File: src/rtl/cycle_req_consts.vh
// Timing and threshold constants for the secondary cycle request control
`ifndef CYCLE_REQ_CONSTS_VH
`define CYCLE_REQ_CONSTS_VH

// Core clock
`define CLK_FREQ_HZ          32'h0131_2D00
`define CLK_FREQ_MHZ         32'h0000_0014

// Oscillator: average slot rate, jitter peak-to-peak, jitter sweep rate
`define OSC_NOM_FREQ_HZ      32'h0001_86A0
`define OSC_JITTER_PP_HZ     32'h0000_1770
`define OSC_SWEEP_FREQ_HZ    32'h0000_03E8

// Short comparator deglitch, must stay under 10 us
`define FB_SHORT_DEGLITCH_NS 32'h0000_1388
// Undervoltage qualifying time and request skip time
`define UV_QUALIFY_US        32'h0000_03E8
`define REQ_SKIP_US          32'h0000_7530

// Handshake supervision: consecutive miss or unrequested slots
`define LINK_FAULT_SLOTS     32'h0000_0006

// Current limit state selection from recent slot history
`define ILIM_HIST_LEN        32'h0000_0008
`define ILIM_TH_TOP          32'h0000_0007
`define ILIM_TH_HIGH         32'h0000_0005
`define ILIM_TH_MID          32'h0000_0003
`define ILIM_RESET_STATE     2'h3

`endif

File: src/rtl/pin_sync3.v
// Three-stage pin synchroniser with agreement filter
`timescale 1ns/1ps
module pin_sync3 #(
    parameter WIDTH = 1
) (
    input  wire             core_clk,
    input  wire             rst,
    input  wire [WIDTH-1:0] pin_in,
    output reg  [WIDTH-1:0] pin_q
);
    reg [WIDTH-1:0] s1_r;
    reg [WIDTH-1:0] s2_r;
    reg [WIDTH-1:0] s3_r;
    genvar i;

    always @(posedge core_clk) begin
        if (rst) begin
            s1_r <= {WIDTH{1'b0}};
            s2_r <= {WIDTH{1'b0}};
            s3_r <= {WIDTH{1'b0}};
        end else begin
            s1_r <= pin_in;
            s2_r <= s1_r;
            s3_r <= s2_r;
        end
    end

    // A change is taken only once the last two stages agree
    generate
        for (i = 0; i < WIDTH; i = i + 1) begin : g_bit
            always @(posedge core_clk) begin
                if (rst) begin
                    pin_q[i] <= 1'b0;
                end else if (s2_r[i] == s3_r[i]) begin
                    pin_q[i] <= s3_r[i];
                end
            end
        end
    endgenerate
endmodule // pin_sync3

File: src/rtl/jitter_osc.v
// Jittered slot oscillator, one-cycle pulse per period
`timescale 1ns/1ps
`include "cycle_req_consts.vh"
module jitter_osc #(
    parameter CNT_W  = 8,
    parameter STEP_W = 10
) (
    input  wire core_clk,
    input  wire rst,
    output reg  slot_start
);
    localparam integer BASE = `CLK_FREQ_HZ / `OSC_NOM_FREQ_HZ;
    localparam integer DEV  =
        `CLK_FREQ_HZ / (`OSC_NOM_FREQ_HZ - `OSC_JITTER_PP_HZ / 2) - BASE;
    localparam integer STEP = `CLK_FREQ_HZ / `OSC_SWEEP_FREQ_HZ / (4 * DEV);
    localparam integer LO   = BASE - DEV;
    localparam integer SPAN = 2 * DEV;

    wire [31:0]       lo_w    = LO;
    wire [31:0]       span_w  = SPAN;
    wire [31:0]       step_w  = STEP - 1;
    reg  [CNT_W-1:0]  cnt_r;
    reg  [CNT_W-1:0]  offset_r;
    reg               up_r;
    reg  [STEP_W-1:0] step_r;
    wire [CNT_W-1:0]  period = lo_w[CNT_W-1:0] + offset_r;

    // Triangle sweep of the period, independent of slot edges
    always @(posedge core_clk) begin
        if (rst) begin
            step_r   <= {STEP_W{1'b0}};
            offset_r <= span_w[CNT_W:1];
            up_r     <= 1'b1;
        end else if (step_r == step_w[STEP_W-1:0]) begin
            step_r <= {STEP_W{1'b0}};
            if (up_r) begin
                offset_r <= offset_r + 1'b1;
                if (offset_r == span_w[CNT_W-1:0] - 1'b1)
                    up_r <= 1'b0;
            end else begin
                offset_r <= offset_r - 1'b1;
                if (offset_r == {{(CNT_W-1){1'b0}}, 1'b1})
                    up_r <= 1'b1;
            end
        end else begin
            step_r <= step_r + 1'b1;
        end
    end

    // Free-running, never gated by the control state
    always @(posedge core_clk) begin
        if (rst) begin
            cnt_r      <= {CNT_W{1'b0}};
            slot_start <= 1'b0;
        end else if (cnt_r >= period - 1'b1) begin
            cnt_r      <= {CNT_W{1'b0}};
            slot_start <= 1'b1;
        end else begin
            cnt_r      <= cnt_r + 1'b1;
            slot_start <= 1'b0;
        end
    end
endmodule // jitter_osc

File: src/rtl/cycle_req_ctrl.v
// Secondary-side cycle request, overshoot bleed, fault and sync rectifier control
`timescale 1ns/1ps
`include "cycle_req_consts.vh"
module cycle_req_ctrl #(
    parameter UV_QUALIFY_CYC = `UV_QUALIFY_US * `CLK_FREQ_MHZ,
    parameter REQ_SKIP_CYC   = `REQ_SKIP_US * `CLK_FREQ_MHZ,
    parameter TMR_W          = 24
) (
    input  wire       core_clk,
    input  wire       rst,
    input  wire       fb_below_reg,
    input  wire       fb_over_2pct,
    input  wire       fb_over_20pct,
    input  wire       fb_below_short,
    input  wire       fb_below_undervolt,
    input  wire       current_sense_input_over_3x,
    input  wire       current_sense_input_over_nom,
    input  wire       fwd_pin,
    input  wire       sr_vds_low,
    output reg        cycle_request,
    output reg        bleed_low_en,
    output reg        bleed_high_en,
    output reg        sync_rect_drive,
    output reg        in_control,
    output reg        handshake_active,
    output reg  [1:0] ilim_state
);
    // Control state: who decides the switching cycles
    localparam [1:0] ST_HANDSHAKE = 2'h0;
    localparam [1:0] ST_CONTROL   = 2'h1;
    localparam [1:0] ST_SKIP      = 2'h2;
    localparam [1:0] ST_RELEASED  = 2'h3;

    // Longest time, rounded down
    localparam integer DEGLITCH_CYC = `FB_SHORT_DEGLITCH_NS * `CLK_FREQ_MHZ / 1000;
    localparam integer HIST_LEN     = `ILIM_HIST_LEN;

    wire [31:0] degl_w  = DEGLITCH_CYC - 1;
    wire [31:0] uv_w    = UV_QUALIFY_CYC - 1;
    wire [31:0] skip_w  = REQ_SKIP_CYC - 1;
    wire [31:0] fault_w = `LINK_FAULT_SLOTS;
    wire [31:0] th_top  = `ILIM_TH_TOP;
    wire [31:0] th_high = `ILIM_TH_HIGH;
    wire [31:0] th_mid  = `ILIM_TH_MID;

    wire [8:0] pins_q;
    wire       slot_start;

    pin_sync3 #(
        .WIDTH   (9)
    ) u_sync (
        .core_clk (core_clk),
        .rst      (rst),
        .pin_in   ({sr_vds_low, fwd_pin, current_sense_input_over_nom, current_sense_input_over_3x,
                    fb_below_undervolt, fb_below_short, fb_over_20pct,
                    fb_over_2pct, fb_below_reg}),
        .pin_q    (pins_q)
    );

    jitter_osc u_osc (
        .core_clk   (core_clk),
        .rst        (rst),
        .slot_start (slot_start)
    );

    wire fb_low   = pins_q[0];
    wire ovs_low  = pins_q[1];
    wire ovs_high = pins_q[2];
    wire short_in = pins_q[3];
    wire uv_in    = pins_q[4];
    wire surge_in = pins_q[5];
    wire nom_in   = pins_q[6];
    wire fwd_q    = pins_q[7];
    wire vds_low  = pins_q[8];

    reg  [1:0]          state_r;
    reg  [1:0]          state_nxt;
    reg                 fwd_d_r;
    reg                 first_hs_r;
    reg                 req_slot_r;
    reg                 sw_seen_r;
    reg  [2:0]          miss_cnt_r;
    reg  [2:0]          unreq_cnt_r;
    reg  [7:0]          degl_cnt_r;
    reg                 short_q_r;
    reg  [TMR_W-1:0]    uv_cnt_r;
    reg  [TMR_W-1:0]    skip_cnt_r;
    reg                 sr_block_r;
    reg  [HIST_LEN-1:0] hist_r;
    reg  [3:0]          ones;
    integer             k;

    wire fwd_rise  = fwd_q & ~fwd_d_r;
    wire fwd_fall  = ~fwd_q & fwd_d_r;
    wire bleeding  = ovs_low | ovs_high;
    wire uv_done   = (uv_cnt_r == uv_w[TMR_W-1:0]);
    wire skip_done = (skip_cnt_r == skip_w[TMR_W-1:0]);
    // Slot decision: feedback below regulation and no short asserted
    wire want_req  = fb_low & ~short_q_r;
    // Handshake requests every slot so the primary can lock onto the pattern
    wire issue_req = slot_start & ((state_r == ST_HANDSHAKE) |
                     ((state_r == ST_CONTROL) & want_req));
    // Outcome of the slot that is closing at this slot start
    wire miss_now  = req_slot_r & ~sw_seen_r;
    wire unreq_now = ~req_slot_r & sw_seen_r;

    always @(posedge core_clk) begin
        if (rst)
            fwd_d_r <= 1'b0;
        else
            fwd_d_r <= fwd_q;
    end

    // Short comparator deglitch; a glitch shorter than the window is dropped
    always @(posedge core_clk) begin
        if (rst) begin
            degl_cnt_r <= 8'h00;
            short_q_r  <= 1'b0;
        end else if (!short_in) begin
            degl_cnt_r <= 8'h00;
            short_q_r  <= 1'b0;
        end else if (degl_cnt_r == degl_w[7:0]) begin
            short_q_r <= 1'b1;
        end else begin
            degl_cnt_r <= degl_cnt_r + 1'b1;
        end
    end

    // Undervoltage qualify timer, only counts while in control
    always @(posedge core_clk) begin
        if (rst || !uv_in || state_r != ST_CONTROL)
            uv_cnt_r <= {TMR_W{1'b0}};
        else if (!uv_done)
            uv_cnt_r <= uv_cnt_r + 1'b1;
    end

    always @(posedge core_clk) begin
        if (rst || state_r != ST_SKIP)
            skip_cnt_r <= {TMR_W{1'b0}};
        else if (!skip_done)
            skip_cnt_r <= skip_cnt_r + 1'b1;
    end

    // Per-slot bookkeeping of requests and primary responses
    always @(posedge core_clk) begin
        if (rst) begin
            req_slot_r  <= 1'b0;
            sw_seen_r   <= 1'b0;
            miss_cnt_r  <= 3'h0;
            unreq_cnt_r <= 3'h0;
        end else if (slot_start) begin
            req_slot_r <= issue_req;
            sw_seen_r  <= 1'b0;
            if (state_r != ST_CONTROL || !miss_now)
                miss_cnt_r <= 3'h0;
            else
                miss_cnt_r <= miss_cnt_r + 1'b1;
            if (state_r != ST_CONTROL || !unreq_now)
                unreq_cnt_r <= 3'h0;
            else
                unreq_cnt_r <= unreq_cnt_r + 1'b1;
        end else if (fwd_rise) begin
            sw_seen_r <= 1'b1;
        end
    end

    always @* begin
        state_nxt = state_r;
        case (state_r)
            ST_HANDSHAKE: begin
                // Primary answered a handshake request
                if (slot_start && req_slot_r && sw_seen_r) begin
                    if (first_hs_r && short_in)
                        state_nxt = ST_SKIP;
                    else
                        state_nxt = ST_CONTROL;
                end
            end
            ST_CONTROL: begin
                if (short_q_r)
                    state_nxt = ST_RELEASED;
                else if (uv_done && !bleeding)
                    state_nxt = ST_RELEASED;
                else if (slot_start &&
                         ((miss_now && miss_cnt_r == fault_w[2:0] - 1'b1) ||
                          (unreq_now && unreq_cnt_r == fault_w[2:0] - 1'b1)))
                    state_nxt = ST_HANDSHAKE;
            end
            ST_SKIP: begin
                if (skip_done)
                    state_nxt = ST_RELEASED;
            end
            default: begin
                // Primary restarts on its own; take over once it switches again
                if (fwd_rise && !short_q_r)
                    state_nxt = ST_HANDSHAKE;
            end
        endcase
    end

    always @(posedge core_clk) begin
        if (rst) begin
            state_r    <= ST_HANDSHAKE;
            first_hs_r <= 1'b1;
        end else begin
            state_r <= state_nxt;
            // Only the first handshake after reset may divert into the skip
            if (state_r == ST_HANDSHAKE && state_nxt != ST_HANDSHAKE)
                first_hs_r <= 1'b0;
        end
    end

    // Current limit: count enabled slots in the recent history
    always @* begin
        ones = 4'h0;
        for (k = 0; k < HIST_LEN; k = k + 1)
            ones = ones + {3'h0, hist_r[k]};
    end

    always @(posedge core_clk) begin
        if (rst) begin
            hist_r     <= {HIST_LEN{1'b1}};
            ilim_state <= `ILIM_RESET_STATE;
        end else if (slot_start) begin
            hist_r <= {hist_r[HIST_LEN-2:0], issue_req};
            if (ones >= th_top[3:0])
                ilim_state <= 2'h3;
            else if (ones >= th_high[3:0])
                ilim_state <= 2'h2;
            else if (ones >= th_mid[3:0])
                ilim_state <= 2'h1;
            else
                ilim_state <= 2'h0;
        end
    end

    // Overshoot bleed levels; high level implies the low one is superseded
    always @(posedge core_clk) begin
        if (rst) begin
            bleed_low_en  <= 1'b0;
            bleed_high_en <= 1'b0;
        end else begin
            bleed_low_en  <= ovs_low & ~ovs_high;
            bleed_high_en <= ovs_high;
        end
    end

    // Surge blocking holds until current falls back below nominal
    always @(posedge core_clk) begin
        if (rst)
            sr_block_r <= 1'b0;
        else if (surge_in)
            sr_block_r <= 1'b1;
        else if (!nom_in)
            sr_block_r <= 1'b0;
    end

    // Rectifier drive; off edges win over the on edge to avoid overlap
    always @(posedge core_clk) begin
        if (rst)
            sync_rect_drive <= 1'b0;
        else if (issue_req)
            sync_rect_drive <= 1'b0;
        else if (sr_block_r || surge_in || vds_low || state_r != ST_CONTROL)
            sync_rect_drive <= 1'b0;
        else if (fwd_fall && req_slot_r)
            sync_rect_drive <= 1'b1;
    end

    always @(posedge core_clk) begin
        if (rst) begin
            cycle_request    <= 1'b0;
            in_control       <= 1'b0;
            handshake_active <= 1'b0;
        end else begin
            // Registered copies keep every top-level output glitch-free
            cycle_request    <= issue_req;
            in_control       <= (state_r == ST_CONTROL);
            handshake_active <= (state_r == ST_HANDSHAKE);
        end
    end
endmodule // cycle_req_ctrl

File: config.mk
export PLATFORM = sky130hd
export DESIGN_NAME = cycle_req_ctrl
export DESIGN_NICKNAME = d
export VERILOG_FILES = /design/src/rtl/pin_sync3.v /design/src/rtl/jitter_osc.v /design/src/rtl/cycle_req_ctrl.v
export VERILOG_INCLUDE_DIRS = /design/src /design/src/rtl
export SDC_FILE = /design/constraint.sdc
export NUM_CORES = 1
export LEC_CHECK = 0
export ABC_CLOCK_PERIOD_IN_PS = 3000
export BUFFER_PORTS_ARGS = -buffer_cell sky130_fd_sc_hd__buf_2
export CAP_MARGIN = 20
export CORE_MARGIN = 10
export CORE_UTILIZATION = 56
export CTS_CLUSTER_DIAMETER = 50
export CTS_CLUSTER_SIZE = 24
export DETAILED_ROUTE_END_ITERATION = 12
export HOLD_SLACK_MARGIN = 0.05
export PLACE_DENSITY = 0.78
export SLEW_MARGIN = 5
export SYNTH_ARGS = -nofsm -noshare
export SYNTH_HDL_FRONTEND = slang
export SYNTH_SLANG_ARGS = --single-unit
File: constraint.sdc
create_clock -name core_clk -period 3 [get_ports core_clk]
set_input_delay 0.3 -clock core_clk [delete_from_list [all_inputs] [get_ports core_clk]]
set_output_delay 0.3 -clock core_clk [all_outputs]
set_load 0.01 [all_outputs]
; Yosys cells after proc, flatten, opt, wreduce, memory -nomap -nowiden
; Cells that the tools add are included.
[word_totals]
regBits = 150
input_bits = 11
[op_classes]
n_addsub = 18
order_cmp = 4
n_eq_ne = 22
mux = 20
bitwise = 17
n_reduce_logical = 31
[op_table]
columns = cell, count
row1 = $add A24 B1 Y24 const B, 2
row2 = $add A8 B1 Y8 const B, 3
row3 = $eq A24 B15 Y1 const B, 1
row4 = $eq A24 B20 Y1 const B, 1
row5 = $mux W2, 9
row6 = $add A4 B1 Y4, 4
row7 = $sub A8 B1 Y8 const B, 2
row8 = $add A10 B1 Y10 const B, 1
row9 = $eq A10 B10 Y1 const B, 1
row10 = $logic_and A1 B1 Y1, 10
row11 = $eq A1 B1 Y1, 9
row12 = $logic_or A1 B1 Y1, 9
row13 = $add A8 B8 Y8 const A, 1
row14 = $and A1 B1 Y1, 8
row15 = $eq A8 B1 Y1 const B, 1
row16 = $eq A8 B4 Y1 const B, 1
row17 = $eq A8 B7 Y1 const B, 1
row18 = $ge A4 B3 Y1 const B, 2
row19 = $ge A8 B8 Y1, 1
row20 = $mux W8, 1
row21 = $reduce_or A2 Y1, 4
row22 = $mux W1, 7
row23 = $not A1 Y1, 7
row24 = $add A3 B1 Y3 const B, 2
row25 = 16 further kinds, 24

; Depth between registers and ports, before layout
[logic_depth]
depth_word = 11
mapped_depth = 10

; Hierarchy
; A second synthesis with hierarchy kept.
[unflattened]
hier_cells = 771
hier_area_um2 = 6839.1
[modules_own_cells]
columns = module, n_inst, cells_per_inst, area_each_um2
row1 = cycle_req_ctrl, 1, 484, 4151.5
row2 = jitter_osc, 1, 194, 1625.3
row3 = pin_sync3, 1, 93, 1062.3

; Worst setup path before layout
; OpenSTA, ideal clock, no wires.
[synth_timing]
kind = register -> register
from = register hist_r[0]
to = register ilim_state[0]
setup_ns = 0.074
arrival_time_ns = 2.768
t_required_ns = 2.926
path_slack_ns = 0.158
path_stages_with_launch = 11
path_buffers = 0
cell_sequence = dfxtp_1 > inv_1 > fa_1 > fa_1 > fa_1 > inv_1 > ha_1 > fa_1 > nor2_1 > nand2_1 > a31oi_1
[synth_via]
elab_chain_len = 11
[synth_rtl]
columns = element, line
row1 = "start, declared", cycle_req_ctrl.v:89  ; reg [HIST_LEN-1:0] hist_r;
row2 = "start signal, assigned", cycle_req_ctrl.v:222  ; hist_r <= {HIST_LEN{1'b1}};
row3 = "start signal, assigned", cycle_req_ctrl.v:225  ; hist_r <= {hist_r[HIST_LEN-2:0], issue_req};
row4 = $add A1 B1 Y2 (*), cycle_req_ctrl.v:217  ; ones = ones + {3'h0, hist_r[k]};
row5 = $add A2 B1 Y3 (*), cycle_req_ctrl.v:217
row6 = $add A3 B1 Y4 (*), cycle_req_ctrl.v:217
row7 = $add A4 B1 Y4 (*) (4 in a row), cycle_req_ctrl.v:217
row8 = $ge A4 B2 Y1, cycle_req_ctrl.v:230  ; else if (ones >= th_mid[3:0])
row9 = $mux W1, cycle_req_ctrl.v:230
row10 = $mux W2, cycle_req_ctrl.v:228  ; else if (ones >= th_high[3:0])
row11 = $mux W2 (*), cycle_req_ctrl.v:226  ; if (ones >= th_top[3:0])
row12 = "end signal, assigned", cycle_req_ctrl.v:223  ; ilim_state <= `ILIM_RESET_STATE;
row13 = "end, declared", cycle_req_ctrl.v:26  ; output reg [1:0] ilim_state
; Mark *: on every way between the ends. The rest lies on a longest branch, timed or not.
; A chain may end at the register's enable or synchronous reset.

; Final worst setup path
[layout_timing]
from = register hist_r[3]
to = register ilim_state[0]
[layout_via]
elab_chain_len = 9
[layout_rtl]
columns = element, line
row1 = $add A3 B1 Y4 (*), cycle_req_ctrl.v:217
row2 = $add A4 B1 Y4 (*) (4 in a row), cycle_req_ctrl.v:217
row3 = $ge A4 B2 Y1, cycle_req_ctrl.v:230
row4 = $mux W1, cycle_req_ctrl.v:230
row5 = $mux W2, cycle_req_ctrl.v:228
row6 = $mux W2 (*), cycle_req_ctrl.v:226
; Marked as above.

==> impl_results.md <==
* CP max-delay cell: fa_1
* Vias/cell at 5.53
* Post-route setup TNS at -0.0181 ns
* Nets at around 770
* CTS sink cnt at 150
* Share of the yosys chip area belonging to registers at 46.4%
* Placed Cells at 852
* Crit-path max FO at 3
* Post-DP Area at roughly 6700 sq um
* Leakage Power at 2.70 nW
* Core Box Area at 11400 sq um
* Status: finished, violations left
* Row count at 39
* Non-filler cells in the finished layout at around 890
* Drt drc at 0
* Hold Path Sink: u_sync.s1_r[6]
* Clk_skew at 0.00740 ns
* Clock tree buffer depth at 2
* Power share of the combinational group at 1.5%
* R2r worst-path depth at 10
* Clock power share at 50.5%
* Yosys top cell area share at 46.4%
* CP top delay family: adder cells
* Most frequent cells in the layout: 149 x dfxtp_1, 85 x nor2_1, 48 x nand2_1
* Violated checks: negative setup slack
* CP Class: flop to flop
* Pwr/cell area at 577 nW/um^2
* Syn-to-layout area delta at 13.1%
* Tot Pwr at 4.22 mW
* Mean Syn Cell Area at 9.07 sq um
* Gpl congestion at roughly 0.8
* Cells after synthesis at 713
* Dpl ws at -0.00696 ns
* CP most frequent cell: fa_1
* Gr ovfl total at 0
* Worst Hold Class: input pin to flop
* Ys flop type: dfxtp_1
* Die W at 127 microns
* Gr usage total at 15.4%
* Num ports at 19
* DPL Wire Length at 8090 microns
* Share of layout cells above drive strength 1 at under 10%
* Sw frac at roughly 22%
* Hold depth at 2
* Die area at approximately 16000 sq um
* EDFF count, synth at 0
* Top cells by area, synth: dfxtp_1 46%, nor2_1 5.0%, xor2_1 4.9%
* Internal at 3.31 mW
* Final ANT Viol Nets at 0
* Cts hold-fix bufs at 0
* Final Max Slew Viols at 0
* Root Buffer: clkbuf_16
* Clock-pin slew on the worst setup and hold paths at 0.06 ns
* Antenna Cells at 0
* Setup slack, reg-to-reg at -0.02 ns
* Synth warnings at 0
* Sequential share of power at roughly half
* Crit. End Element: flop
* First-pass GRT wire length at ~21000 microns
* Initial Util at 56.9%
* Initial antenna violation count at 0
* Vias in the first global route at 4992
* Ys async rst share at 0%
* Hold_ws at around 0.09 ns
* Die height at 127 microns
* Worst Setup Start Kind: flop
* Final Cycle Share at 101%
* Final setup violation count at 1
* Largest net degree at the start of global routing at 68
* RSZ-0062 raised after global routing: yes
* CP cell instances: inv_2, fa_1, fa_1, fa_1, inv_2, ha_4, fa_2, nor2_2, nand2_1, a31oi_1
* FF+latch count, synth at 150
* Commonest non-fill, non-tap cell in the layout: dfxtp_1
* Maximum clock rate at 0.331 GHz
* Via count at a little under 5000
* Worst-Margin Slew at 0.820 ns
* Initial DRT Pass Iterations at 4
* Synthesized area at ~6500 sq um
* Port bufs at 18
* # fillers at 914
* Critical Path RT at 3.34 ns
* Worst Min Path Start: current_sense_input_over_nom
* Worst r2r src: hist_r[3]
* Total CTS buffers at 17
* CP max stage delay at 0.56 ns
* Maximum VDD drop at 0.534 mV
* Final Cell Area at 7310 sq um
* Hold Vio Cnt, Final at 0
* Synth Net Count at 752
* Period minus WS final at 3.02 ns
* Cell variety after synth at 51
* Crit path buffers/inverters at 2
* H-tree level count at 4
* Switching pwr at around 0.9 mW
* CP arrival at 3.36 ns
* R2R Path End: ilim_state[0]
* Clock latency on the worst-skew pair at slightly above 0.4 ns
* PnR worst setup slack at -0.0181 ns
* Worst rel slew slack at 44.8%
* CTS tree: built
* Core Util, Final at around 64%
* Final WL at roughly 12000 microns
* Max cap viols at 0
* Routed wire per std cell at around 14 microns
* Drt initial violations at 398
* Area leader, netlist: dfxtp_1
## state kept, by name, indices dropped and copies added, names as in the netlist, 9 cells and up
register / flops
uv_cnt_r: 24
skip_cnt_r: 24
u_sync.s2_r: 9
u_osc.step_r: 10
u_sync.pin_q: 9
u_sync.s1_r: 9
u_sync.s3_r: 9
## cells in the mapped netlist, types with 5 or more instances
master and instances:
dfxtp_1 150, nor2_1 86, nand2_1 48, nand3_1 38
xor2_1 36, xnor2_1 35, inv_1 29, nor2b_1 29
nor3_1 28, a21oi_1 24, ha_1 24, o21ai_0 24
clkbuf_1 20, and3_1 16, nand4_1 15, or3_1 11
nor4_1 10, mux2i_1 9, o211ai_1 9, and4_1 7
a31oi_1 6, nor3b_1 6, buf_2 5
## area by class of cell
type                    count  area (sq um)  area share (%)
multi-input cells         506          3270            44.7
flip-flops and latches    150          3000            41.1
clock buffers              18           439            6.00
well taps                 143           179            2.45
clock inverters            14           166            2.28
repair buffers             25           143            1.95
inverters                  30           113            1.54
## cell families after synthesis
family                   share of synthesized area, %
adder cells (fa/ha/maj)                          5.88
AND/OR/NAND/NOR                                  25.2
buffers and inverters                            3.40
AO/OA/AOI/OAI                                    8.05
XOR/XNOR                                         9.61
multiplexers                                     1.39
flip-flops                                       46.4
## power groups by stage
stage	Sequential (mW)	Clock [mW]	Combinational, mW
after floorplan	2.07	0	0.0432
after global placement	2.07	0	0.0597
after detailed placement	2.07	0	0.0616
after CTS	2.03	2.18	0.0623
after global routing	2.03	2.26	0.0713
final	2.03	2.13	0.0613
## routing by layer
layer / track usage [%] / routed length (microns)
met1: 17.2 / 5340
met2: 27.0 / 6270
met3: 3.80 / 322
met4: 6.76 / 75
met5: 0 / 0
## repair_timing
item / in CTS / in global routing
buffers inserted: 0 / 2
endpoints found under the setup margin: 1 / 2
resized for setup: 1 / 7
pin swaps: 1 / 5
## worst max path at each step
| stage | to | depth (start not counted) | startpoint | slack [ns] |
|---|---|---|---|---|
| 2_1_floorplan | ilim_state[0] | 10 | hist_r[0] | 0.16 |
| 3_3_place_gp | ilim_state[0] | 10 | hist_r[0] | 0.10 |
| 3_5_place_dp | ilim_state[1] | 10 | hist_r[0] | -0.007 |
| 4_1_cts | ilim_state[1] | 10 | hist_r[0] | 0.01 |
| 5_1_grt | ilim_state[0] | 10 | hist_r[3] | -0.09 |
| 6_report | ilim_state[0] | 10 | hist_r[3] | -0.02 |
Note: power is estimated with default switching activity, not from simulation.
